### config.mk
export PLATFORM = sky130hd
export DESIGN_NAME = asb_host
export DESIGN_NICKNAME = d
export VERILOG_FILES = /design/src/core/asb_pkg.sv /design/src/core/asb_rd_if.sv /design/src/core/asb_data_sync.sv /design/src/core/asb_host.sv
export SDC_FILE = /design/constraint.sdc
export NUM_CORES = 1
export LEC_CHECK = 0
export BUFFER_PORTS_ARGS = -buffer_cell sky130_fd_sc_hd__buf_4
export CAP_MARGIN = 20
export CORE_MARGIN = 2
export CORE_UTILIZATION = 44
export CTS_CLUSTER_DIAMETER = 120
export CTS_CLUSTER_SIZE = 16
export DETAILED_ROUTE_END_ITERATION = 8
export PLACE_DENSITY = 0.75
export SLEW_MARGIN = 20
export SYNTH_ARGS = -nofsm -noshare
export SYNTH_HDL_FRONTEND = slang
export SYNTH_SLANG_ARGS = --single-unit
export TNS_END_PERCENT = 5
### constraint.sdc
create_clock -name i_clk_sys -period 1.8 [get_ports i_clk_sys]
set_input_delay 0.18 -clock i_clk_sys [delete_from_list [all_inputs] [get_ports i_clk_sys]]
set_output_delay 0.18 -clock i_clk_sys [all_outputs]
set_load 0.02 [all_outputs]
### src/core/asb_pkg.sv
/*
 * Constants shared by the static memory host controller and its helpers.
 * Assumes a 125 MHz system clock and one asynchronous memory on the pins.
 */
package asb_pkg;

    // --------------------------------------------------------------------
    // organisation
    // --------------------------------------------------------------------
    localparam int WORD_ADDR_W = 21;
    localparam int REQ_ADDR_W  = 22;
    localparam int DATA_W      = 16;
    localparam int BYTE_W      = 8;
    localparam int LANES       = 2;

    // --------------------------------------------------------------------
    // timing
    // --------------------------------------------------------------------
    localparam int CLK_PERIOD_NS     = 8;
    localparam int T_ACCESS_NS       = 70;
    localparam int T_WRITE_PULSE_NS  = 70;
    localparam int ACCESS_CYC        = (T_ACCESS_NS + CLK_PERIOD_NS - 1) / CLK_PERIOD_NS;
    localparam int WRITE_CYC         = (T_WRITE_PULSE_NS + CLK_PERIOD_NS - 1) / CLK_PERIOD_NS;
    localparam int SYNC_CYC          = 2;
    localparam int CNT_W             = 5;

    // --------------------------------------------------------------------
    // reset values
    // --------------------------------------------------------------------
    localparam logic [DATA_W-1:0]      DATA_RST = 16'h0000;
    localparam logic [WORD_ADDR_W-1:0] ADDR_RST = 21'h000000;

    typedef enum logic [1:0] {
        ST_IDLE,
        ST_SETUP,
        ST_STROBE,
        ST_HOLD
    } asb_state_e;

endpackage : asb_pkg

### src/core/asb_rd_if.sv
/*
 * Carries the synchronised read-data bus from the input stage to the
 * controller. Assumes both ends run on i_clk_sys.
 */
`timescale 1ns/1ps
interface asb_rd_if;
    logic [asb_pkg::DATA_W-1:0] data;
    modport src (output data);
    modport dst (input  data);
endinterface : asb_rd_if

### src/core/asb_data_sync.sv
/*
 * Two-flop synchroniser for the memory data pins.
 * Assumes the pins settle long before the controller samples them.
 */
`timescale 1ns/1ps
module asb_data_sync (
    input  wire logic                       i_clk_sys,
    input  wire logic [asb_pkg::DATA_W-1:0] i_data,
    asb_rd_if.src                           rd
);
    logic [asb_pkg::DATA_W-1:0] meta;
    logic [asb_pkg::DATA_W-1:0] stable;

    // the first stage feeds only the second; nothing else looks at it
    always_ff @(posedge i_clk_sys) begin
        meta   <= i_data;
        stable <= meta;
    end

    assign rd.data = stable;
endmodule : asb_data_sync

### src/core/asb_host.sv
/*
 * Host-side controller for an asynchronous static memory of 2M x 16 or
 * 4M x 8: turns single read and write requests into pin sequences.
 * Assumes the memory is the only driver of the data pins besides this
 * block, and that the width strap input is static while out of reset.
 */
// Rules of the memory this block drives
// [RULE1] the address space is 2M 16-bit words on 21 lines, or 4M bytes in byte mode.
// [RULE2] a write is made by chip selects active and the write strobe driven low.
// [RULE3] a write with the lower lane selected stores data bits 0 to 7.
// [RULE4] a write with the upper lane selected stores bits 8 to 15; an unselected lane is kept.
// [RULE5] a read holds both chip selects active, output drive low and write strobe high.
// [RULE6] a read with the lower lane selected returns the lower byte on bits 0 to 7.
// [RULE7] a read with the upper lane selected returns the upper byte on bits 8 to 15.
// [RULE8] the memory floats its data pins when deselected, disabled, unlaned or writing.
// [RULE9] with a chip select inactive or both lanes off the memory is in standby.
// [RULE10] the width strap is high for word mode and low for byte mode and never changes.
// [RULE11] in byte mode the extra address bit is used and data moves on the lower lane only.
// [RULE12] the memory is level-sensitive; a write commits when the strobe is released.
`timescale 1ns/1ps
module asb_host #(
    parameter int ACCESS_CYC = asb_pkg::ACCESS_CYC,
    parameter int WRITE_CYC  = asb_pkg::WRITE_CYC
) (
    input  wire logic                            i_clk_sys,
    input  wire logic                            i_reset,
    input  wire logic                            i_word_mode,
    input  wire logic                            i_req_valid,
    input  wire logic                            i_req_write,
    input  wire logic [asb_pkg::REQ_ADDR_W-1:0]  i_req_addr,
    input  wire logic [asb_pkg::DATA_W-1:0]      i_req_wdata,
    input  wire logic [asb_pkg::LANES-1:0]       i_req_lanes,
    output logic                                 o_req_ready,
    output logic                                 o_rsp_valid,
    output logic [asb_pkg::DATA_W-1:0]           o_rsp_rdata,
    output logic [asb_pkg::WORD_ADDR_W-1:0]      o_addr,
    output logic                                 o_extra_lane_address_bit,
    output logic                                 o_chip_select_low_active_n,
    output logic                                 o_chip_select_high_active,
    output logic                                 o_write_strobe_n,
    output logic                                 o_output_drive_enable_n,
    output logic                                 o_lower_byte_lane_sel_n,
    output logic                                 o_upper_byte_lane_sel_n,
    output logic                                 o_width_select_pin,
    input  wire logic [asb_pkg::DATA_W-1:0]      i_data,
    output logic [asb_pkg::DATA_W-1:0]           o_data,
    output logic                                 o_data_oe
);

    localparam logic [asb_pkg::CNT_W-1:0] RD_LOAD =
        asb_pkg::CNT_W'(ACCESS_CYC + asb_pkg::SYNC_CYC - 1);
    localparam logic [asb_pkg::CNT_W-1:0] WR_LOAD = asb_pkg::CNT_W'(WRITE_CYC - 1);

    // ----------------------------------------------------------------------
    // read data input stage
    // ----------------------------------------------------------------------
    asb_rd_if rd ();

    asb_data_sync u_sync (
        .i_clk_sys (i_clk_sys),
        .i_data    (i_data),
        .rd        (rd)
    );

    function automatic logic [asb_pkg::DATA_W-1:0] merge_lanes(
        input logic [asb_pkg::DATA_W-1:0] bus,
        input logic [asb_pkg::LANES-1:0]  lanes,
        input logic                       word
    );
        logic [asb_pkg::DATA_W-1:0] r;
        r = asb_pkg::DATA_RST;
        if (!word) begin
            r[asb_pkg::BYTE_W-1:0] = bus[asb_pkg::BYTE_W-1:0];                      // RULE11
        end else begin
            if (lanes[0]) r[asb_pkg::BYTE_W-1:0] = bus[asb_pkg::BYTE_W-1:0];           // RULE6
            if (lanes[1]) r[asb_pkg::DATA_W-1:asb_pkg::BYTE_W] =
                bus[asb_pkg::DATA_W-1:asb_pkg::BYTE_W];                                // RULE7
        end
        return r;
    endfunction : merge_lanes

    // ----------------------------------------------------------------------
    // width strap, caught while reset is held
    // ----------------------------------------------------------------------
    logic word_mode;
    logic next_word_mode;
    logic strap_meta;
    logic strap_sync;

    always_comb begin
        next_word_mode = i_reset ? strap_sync : word_mode;                             // RULE10
    end

    // the strap comes from a board pin, so it passes two flops like any pin
    always_ff @(posedge i_clk_sys) begin
        strap_meta <= i_word_mode;
        strap_sync <= strap_meta;
        word_mode  <= next_word_mode;
    end

    // ----------------------------------------------------------------------
    // access sequencer
    // ----------------------------------------------------------------------
    asb_pkg::asb_state_e               state, next_state;
    logic [asb_pkg::CNT_W-1:0]         cnt, next_cnt;
    logic                              is_write, next_is_write;
    logic [asb_pkg::LANES-1:0]         lanes, next_lanes;
    logic                              next_req_ready, next_rsp_valid;
    logic [asb_pkg::DATA_W-1:0]        next_rsp_rdata;
    logic [asb_pkg::WORD_ADDR_W-1:0]   next_addr;
    logic                              next_extra;
    logic                              next_cs_n, next_cs_hi, next_we_n, next_oe_n;
    logic                              next_lo_n, next_hi_n;
    logic [asb_pkg::DATA_W-1:0]        next_data;
    logic                              next_data_oe;

    always_comb begin
        next_state     = state;
        next_cnt       = cnt;
        next_is_write  = is_write;
        next_lanes     = lanes;
        next_rsp_valid = 1'b0;
        next_rsp_rdata = o_rsp_rdata;
        next_addr      = o_addr;
        next_extra     = o_extra_lane_address_bit;
        next_cs_n      = o_chip_select_low_active_n;
        next_cs_hi     = o_chip_select_high_active;
        next_we_n      = 1'b1;
        next_oe_n      = 1'b1;
        next_lo_n      = o_lower_byte_lane_sel_n;
        next_hi_n      = o_upper_byte_lane_sel_n;
        next_data      = o_data;
        next_data_oe   = 1'b0;
        case (state)
            asb_pkg::ST_IDLE: begin
                next_cs_n  = 1'b1;
                next_cs_hi = 1'b0;
                if (i_req_valid && o_req_ready) begin
                    next_is_write = i_req_write;
                    next_lanes    = word_mode ? i_req_lanes : 2'h3;
                    next_addr     = i_req_addr[asb_pkg::WORD_ADDR_W-1:0];              // RULE1
                    next_extra    = word_mode ? 1'b0 :
                        i_req_addr[asb_pkg::REQ_ADDR_W-1];                             // RULE11
                    next_data     = word_mode ? i_req_wdata :
                        {8'h00, i_req_wdata[asb_pkg::BYTE_W-1:0]};                     // RULE11
                    if (word_mode && i_req_lanes == 2'h0) begin
                        // no lane wanted: the memory would sit in standby anyway
                        next_rsp_valid = 1'b1;                                         // RULE9
                        next_rsp_rdata = asb_pkg::DATA_RST;
                    end else begin
                        next_cs_n  = 1'b0;                                             // RULE2
                        next_cs_hi = 1'b1;                                             // RULE5
                        next_lo_n  = ~(word_mode ? i_req_lanes[0] : 1'b1);             // RULE3
                        next_hi_n  = ~(word_mode ? i_req_lanes[1] : 1'b1);             // RULE4
                        next_state = asb_pkg::ST_SETUP;
                    end
                end
            end
            asb_pkg::ST_SETUP: begin
                // address and selects settle one cycle before any strobe
                next_data_oe = is_write;
                next_we_n    = ~is_write;                                              // RULE2
                next_oe_n    = is_write;                                               // RULE5
                next_cnt     = is_write ? WR_LOAD : RD_LOAD;
                next_state   = asb_pkg::ST_STROBE;
            end
            asb_pkg::ST_STROBE: begin
                // host never drives the pins while the memory may drive them
                next_data_oe = is_write;                                               // RULE8
                if (cnt == '0) begin
                    if (!is_write) begin
                        next_rsp_rdata = merge_lanes(rd.data, lanes, word_mode);
                    end
                    next_state = asb_pkg::ST_HOLD;
                end else begin
                    next_cnt  = cnt - 1'b1;
                    next_we_n = ~is_write;
                    next_oe_n = is_write;
                end
            end
            asb_pkg::ST_HOLD: begin
                // data held past the strobe release, where the write commits
                next_data_oe   = 1'b0;                                                 // RULE12
                next_cs_n      = 1'b1;
                next_cs_hi     = 1'b0;
                next_rsp_valid = 1'b1;
                next_state     = asb_pkg::ST_IDLE;
            end
            default: begin
                next_state = asb_pkg::ST_IDLE;
            end
        endcase
        next_req_ready = (next_state == asb_pkg::ST_IDLE) && !next_rsp_valid;
        if (i_reset) begin
            next_state     = asb_pkg::ST_IDLE;
            next_cnt       = '0;
            next_is_write  = 1'b0;
            next_lanes     = 2'h0;
            next_req_ready = 1'b0;
            next_rsp_valid = 1'b0;
            next_rsp_rdata = asb_pkg::DATA_RST;
            next_addr      = asb_pkg::ADDR_RST;
            next_extra     = 1'b0;
            next_cs_n      = 1'b1;
            next_cs_hi     = 1'b0;
            next_we_n      = 1'b1;
            next_oe_n      = 1'b1;
            next_lo_n      = 1'b1;
            next_hi_n      = 1'b1;
            next_data      = asb_pkg::DATA_RST;
            next_data_oe   = 1'b0;
        end
    end

    always_ff @(posedge i_clk_sys) begin
        state                      <= next_state;
        cnt                        <= next_cnt;
        is_write                   <= next_is_write;
        lanes                      <= next_lanes;
        o_req_ready                <= next_req_ready;
        o_rsp_valid                <= next_rsp_valid;
        o_rsp_rdata                <= next_rsp_rdata;
        o_addr                     <= next_addr;
        o_extra_lane_address_bit   <= next_extra;
        o_chip_select_low_active_n <= next_cs_n;
        o_chip_select_high_active  <= next_cs_hi;
        o_write_strobe_n           <= next_we_n;
        o_output_drive_enable_n    <= next_oe_n;
        o_lower_byte_lane_sel_n    <= next_lo_n;
        o_upper_byte_lane_sel_n    <= next_hi_n;
        o_data                     <= next_data;
        o_data_oe                  <= next_data_oe;
        o_width_select_pin         <= next_word_mode;
    end

endmodule : asb_host

# Word-level counts from Yosys, hierarchy flattened

Cells that the tools add are included.

$add $sub $neg: 1
Reduce and logical (&&, ||, !) cells: 17
Bitwise gates (word level): 5
Muxes and demuxes: 33
Equality and inequality tests: 8

Operators by type and width:

| operator            | number |
|---|---|
| $mux 16             | 5 |
| $mux 8              | 4 |
| $pmux 16 s2         | 1 |
| $mux 1              | 10 |
| $mux 2              | 5 |
| $ne 2x2->1 const B  | 5 |
| $pmux 1 s2          | 5 |
| $pmux 5 s2          | 1 |
| $pmux 2 s4          | 1 |
| $logic_not 2->1     | 3 |
| $reduce_bool 2->1   | 3 |
| $logic_not 5->1     | 1 |
| $mux 5              | 1 |
| $not 1->1           | 5 |
| $reduce_and 5->1    | 1 |
| $sub 5x1->5 const B | 1 |
| $eq 2x2->1 const B  | 2 |
| $reduce_and 2->1    | 2 |
| $reduce_or 2->1     | 2 |
| $logic_and 1x1->1   | 3 |
| $reduce_and 3->1    | 1 |
| $eq 2x1->1 const B  | 1 |
| $logic_not 1->1     | 1 |

Logic and storage cells: 86
Bits in registers: 108
Output and inout bits: 64
Input bits: 61

# Longest topological paths before layout

Word-level depth: 7
Gate-level depth with buffers: 7
Depth with buffers taken out: 6

# Cells and area by module

A second synthesis with hierarchy kept.

Cell total of the unflattened synthesis: 336
Area, all modules: 3452.1 um2

By module, submodules not included:

| module        | instances | area each (um2) | cells an instance | seq. area each (um2) |
|---|---|---|---|---|
| asb_host      | 1         | 2811.4          | 304               | 1531.5 |
| asb_data_sync | 1         | 640.6           | 32                | 640.6 |

# Worst setup path before layout

Ideal clock, no wire load.

Path kind: register to register
Start point: register cnt[0] (netlist name)
End point: register o_rsp_rdata[10] (netlist name)
Cell stages (with the launch flop): 8
Library setup time: 0.120 ns
Slack: 0.054 ns
Arrival time: 1.627 ns
Required time: 1.680 ns
Buffers on the path: 1
Clock period less this slack: 1.746 ns
Cell sequence: dfxtp_1 inv_1 ha_1 or3b_4 o32ai_4 nand2_4 buf_6 mux2i_1

Longest elaborated chain between the ends: 3

Ends and longest elaborated chain:

| item                       | line            | source |
|---|---|---|
| from (decl)                | asb_host.sv:105 | `logic [asb_pkg::CNT_W-1:0] cnt, next_cnt;` |
| from (signal assigned)     | asb_host.sv:217 | `cnt <= next_cnt;` |
| $logic_not 5->1            | asb_host.sv:170 | `if (cnt == '0) begin` |
| $ne 2x2->1 (no line)       | -               |  |
| $reduce_and 5->1 (no line) | -               |  |
| to (signal assigned)       | asb_host.sv:222 | `o_rsp_rdata <= next_rsp_rdata;` |
| to (decl)                  | asb_host.sv:35  | `output logic [asb_pkg::DATA_W-1:0] o_rsp_rdata,` |

Every way passes these cells.
A chain may end at the register's enable or synchronous reset.

# Final worst setup path

Start point: register cnt[1] (netlist name)
End point: register o_rsp_rdata[0] (netlist name)

The elaborated chain is that of the path after synthesis.

==> results.json <==
{
  "r2r_cells": 6,
  "async_flop_share_pct": 0,
  "hold_viol": 0,
  "synth_top_area_share_pct": 60.07,
  "dr.first_iter.drc_count": 124,
  "setup_ws_ns": 0.02428,
  "yosysWarnings": 0,
  "status": "complete, no violations",
  "cp.arrival_ns": 2.04,
  "row_count": 32,
  "final.fill_count": 642,
  "syn_nets": 437,
  "leakage_nw": 2.215,
  "clock_skew_ns": 0.01039,
  "final_cell_mix": "buf_4 (139), dfxtp_1 (105), nand2_1 (94), a21oi_1 (50), nand2b_1 (19)",
  "layout-drive-gt1-share_pct": 31.87,
  "wirelength_mm": 8.151,
  "ir_worst_vdd_mv": 0.8100,
  "power_mw": 6.205,
  "holdPathStages": 3,
  "insertion_delay_ns": 0.37,
  "core-area_sq_um": 7807,
  "place_congestion": 0.8359,
  "remaining_drc_errors": 0,
  "pre_cts_ws_ns": -0.02724,
  "grt_util_all_layers_pct": 18.89,
  "top_layer": "met4",
  "synth_edf_count": 1,
  "synth-seq-cells": 108,
  "synth_cells": 371,
  "firstDrtPassIters": 6,
  "grt_pass1_vias": 2865,
  "initial_core_util_pct": 45.67,
  "wl_per_cell_um": 13.02,
  "io_buffers": 124,
  "tns_ns": 0,
  "overflow": 0,
  "dieArea_sq_um": 8841,
  "grt_max_degree": 50,
  "vias_per_cell": 4.673,
  "finalCritPeriodShare_pct": 98.65,
  "cts_sinks": 108,
  "cap_violations": 0,
  "clock.fmax_ghz": 0.5632,
  "slew_headroom_pct": 68.10,
  "crit_fanout": 8,
  "cts.clk_slew.worst_paths_ns": 0.12,
  "ys_types": 33,
  "vias": 2925,
  "synth_flop_cell": "dfxtp_1",
  "ys_seq_area_share_pct": 60.91,
  "cts_made_buffers": 9,
  "diodes": 0,
  "tritoncts": "done",
  "nNetsFinal": 585,
  "final_common_cell": "buf_4",
  "cts-root-buf": "clkbuf_8",
  "power_density_nw_per_um2": 1224,
  "tightest_slew_ns": 0.4785,
  "worst-setup-path-type": "register to register",
  "hpwl_mm": 5.612,
  "layout_min_cycle_time_ns": 1.776,
  "rsz0062_at_grt": "yes",
  "dieWidth_um": 94.03,
  "netlist_area_sq_um": 3566,
  "required_ns": 2.06,
  "htree_levels": 3,
  "hp-class": "input port to register",
  "met2_wirelength_mm": 4.112,
  "wl_met3_um": 378,
  "antenna_found_initial": 0,
  "crit_path_end_kind": "register",
  "finalSetupViolCount": 0,
  "cts_buffer_depth": 2,
  "io-pin-count": 125,
  "start_kind": "register",
  "synth_top_area_cell": "dfxtp_1",
  "grt_pass1_wl_mm": 13.01,
  "area_growth_syn_to_layout_pct": 42.11,
  "synthTopCellsByArea": "dfxtp_1 (60%), nand2_1 (9.9%), a21oi_1 (7.0%)",
  "drv_slew": 0,
  "wl_met1_mm": 3.518,
  "antenna_left": 0,
  "syn_avg_cell_area_sq_um": 9.612,
  "die_h_um": 94.03
}
==> logic make-up (layout without fill, tap and decap cells) <==
kind of cell	Yosys count	in the layout	share of synthesized area, %
AO/OA/AOI/OAI	67	67	10.95
adder cells (fa/ha/maj)	5	5	1.754
buffers and inverters	30	182	3.403
flip-flops	108	108	60.91
multiplexers	17	17	4.772
AND/OR/NAND/NOR	144	145	18.21
==> state kept, by name, indices dropped and copies added, names as in the netlist, 2 cells and up <==
name / count
cnt: 5
state: 2
o_rsp_rdata: 16
lanes: 2
u_sync.rd.data: 16
o_addr: 21
o_data: 16
u_sync.meta: 16
==> synth_stat cells, drive strengths merged, types with 2 or more instances <==
cell	count
dfxtp	107
nand2	95
buf	2
a211oi	2
clkbuf	18
nand2b	19
mux2i	17
nor2	7
nor3	2
a21oi	50
a21o	3
nand3	11
ha	5
inv	10
or3b	2
a311oi	2
or4	3
o21ai	5
==> final cells by class <==
type | count | area [sq um] | area share (%)
tap | 102 | 127.6 | 2.519
inverter | 10 | 37.54 | 0.7407
clock buffer | 9 | 123.9 | 2.444
sequential | 108 | 2175 | 42.91
timing repair buffer | 156 | 1214 | 23.95
multi-input combinational | 234 | 1304 | 25.73
clock inverter | 7 | 86.33 | 1.704
==> worst max-delay path, stage by stage (launching register included) <==
cell and delay (ns):
dfxtp_2 0.34, inv_2 0.06, ha_4 0.15, or3b_4 0.42
o32ai_4 0.35, nand2_4 0.19, mux2i_1 0.16
==> power by group <==
group	switching [mW]	total, mW	internal (mW)	leakage [nW]
Sequential	0.142	2.80	2.66	0.890
Clock	0.913	1.48	0.563	0.105
Combinational	1.09	1.93	0.839	1.22
Total	2.15	6.20	4.06	2.21
==> stage by stage <==
stage	util, %	instance area, sq um	hold slack (ns)	cells
2_1_floorplan	-	3566	0.2077	371
3_3_place_gp	59.60	4653	0.2842	591
3_5_place_dp	59.60	4653	0.2856	591
4_1_cts	64.90	5067	0.03026	626
5_1_grt	64.90	5067	0.01920	626
6_report	64.90	5067	0.04142	626
==> what timing repair did <==
item | in CTS | in global routing
gates cloned | 1 | 0
endpoints found under the hold margin | 17 | 0
hold buffers | 17 | 0
setup endpoints to repair | 16 | 11
buffers inserted | 1 | 0
pin swaps | 3 | 0
resized for setup | 7 | 0
==> final timing paths <==
| check | start | end | slack, ns |
|---|---|---|---|
| worst min register to register | u_sync.meta[9] | u_sync.rd.data[9] | 0.34 |
| worst min-delay path | i_req_addr[10] | o_addr[10] | 0.04 |
| worst max-delay path | cnt[1] | o_rsp_rdata[0] | 0.02 |
| worst max register to register | cnt[1] | o_rsp_rdata[0] | 0.02 |
==> metal layers <==
metal | vias up | GRT usage, %
met4 | 0 | 6.763
met3 | 12 | 5.538
met1 | 1329 | 23.11
li1 | 1514 | -
met2 | 70 | 31.61
met5 | - | 0
Power figures use the tool's default switching activity.
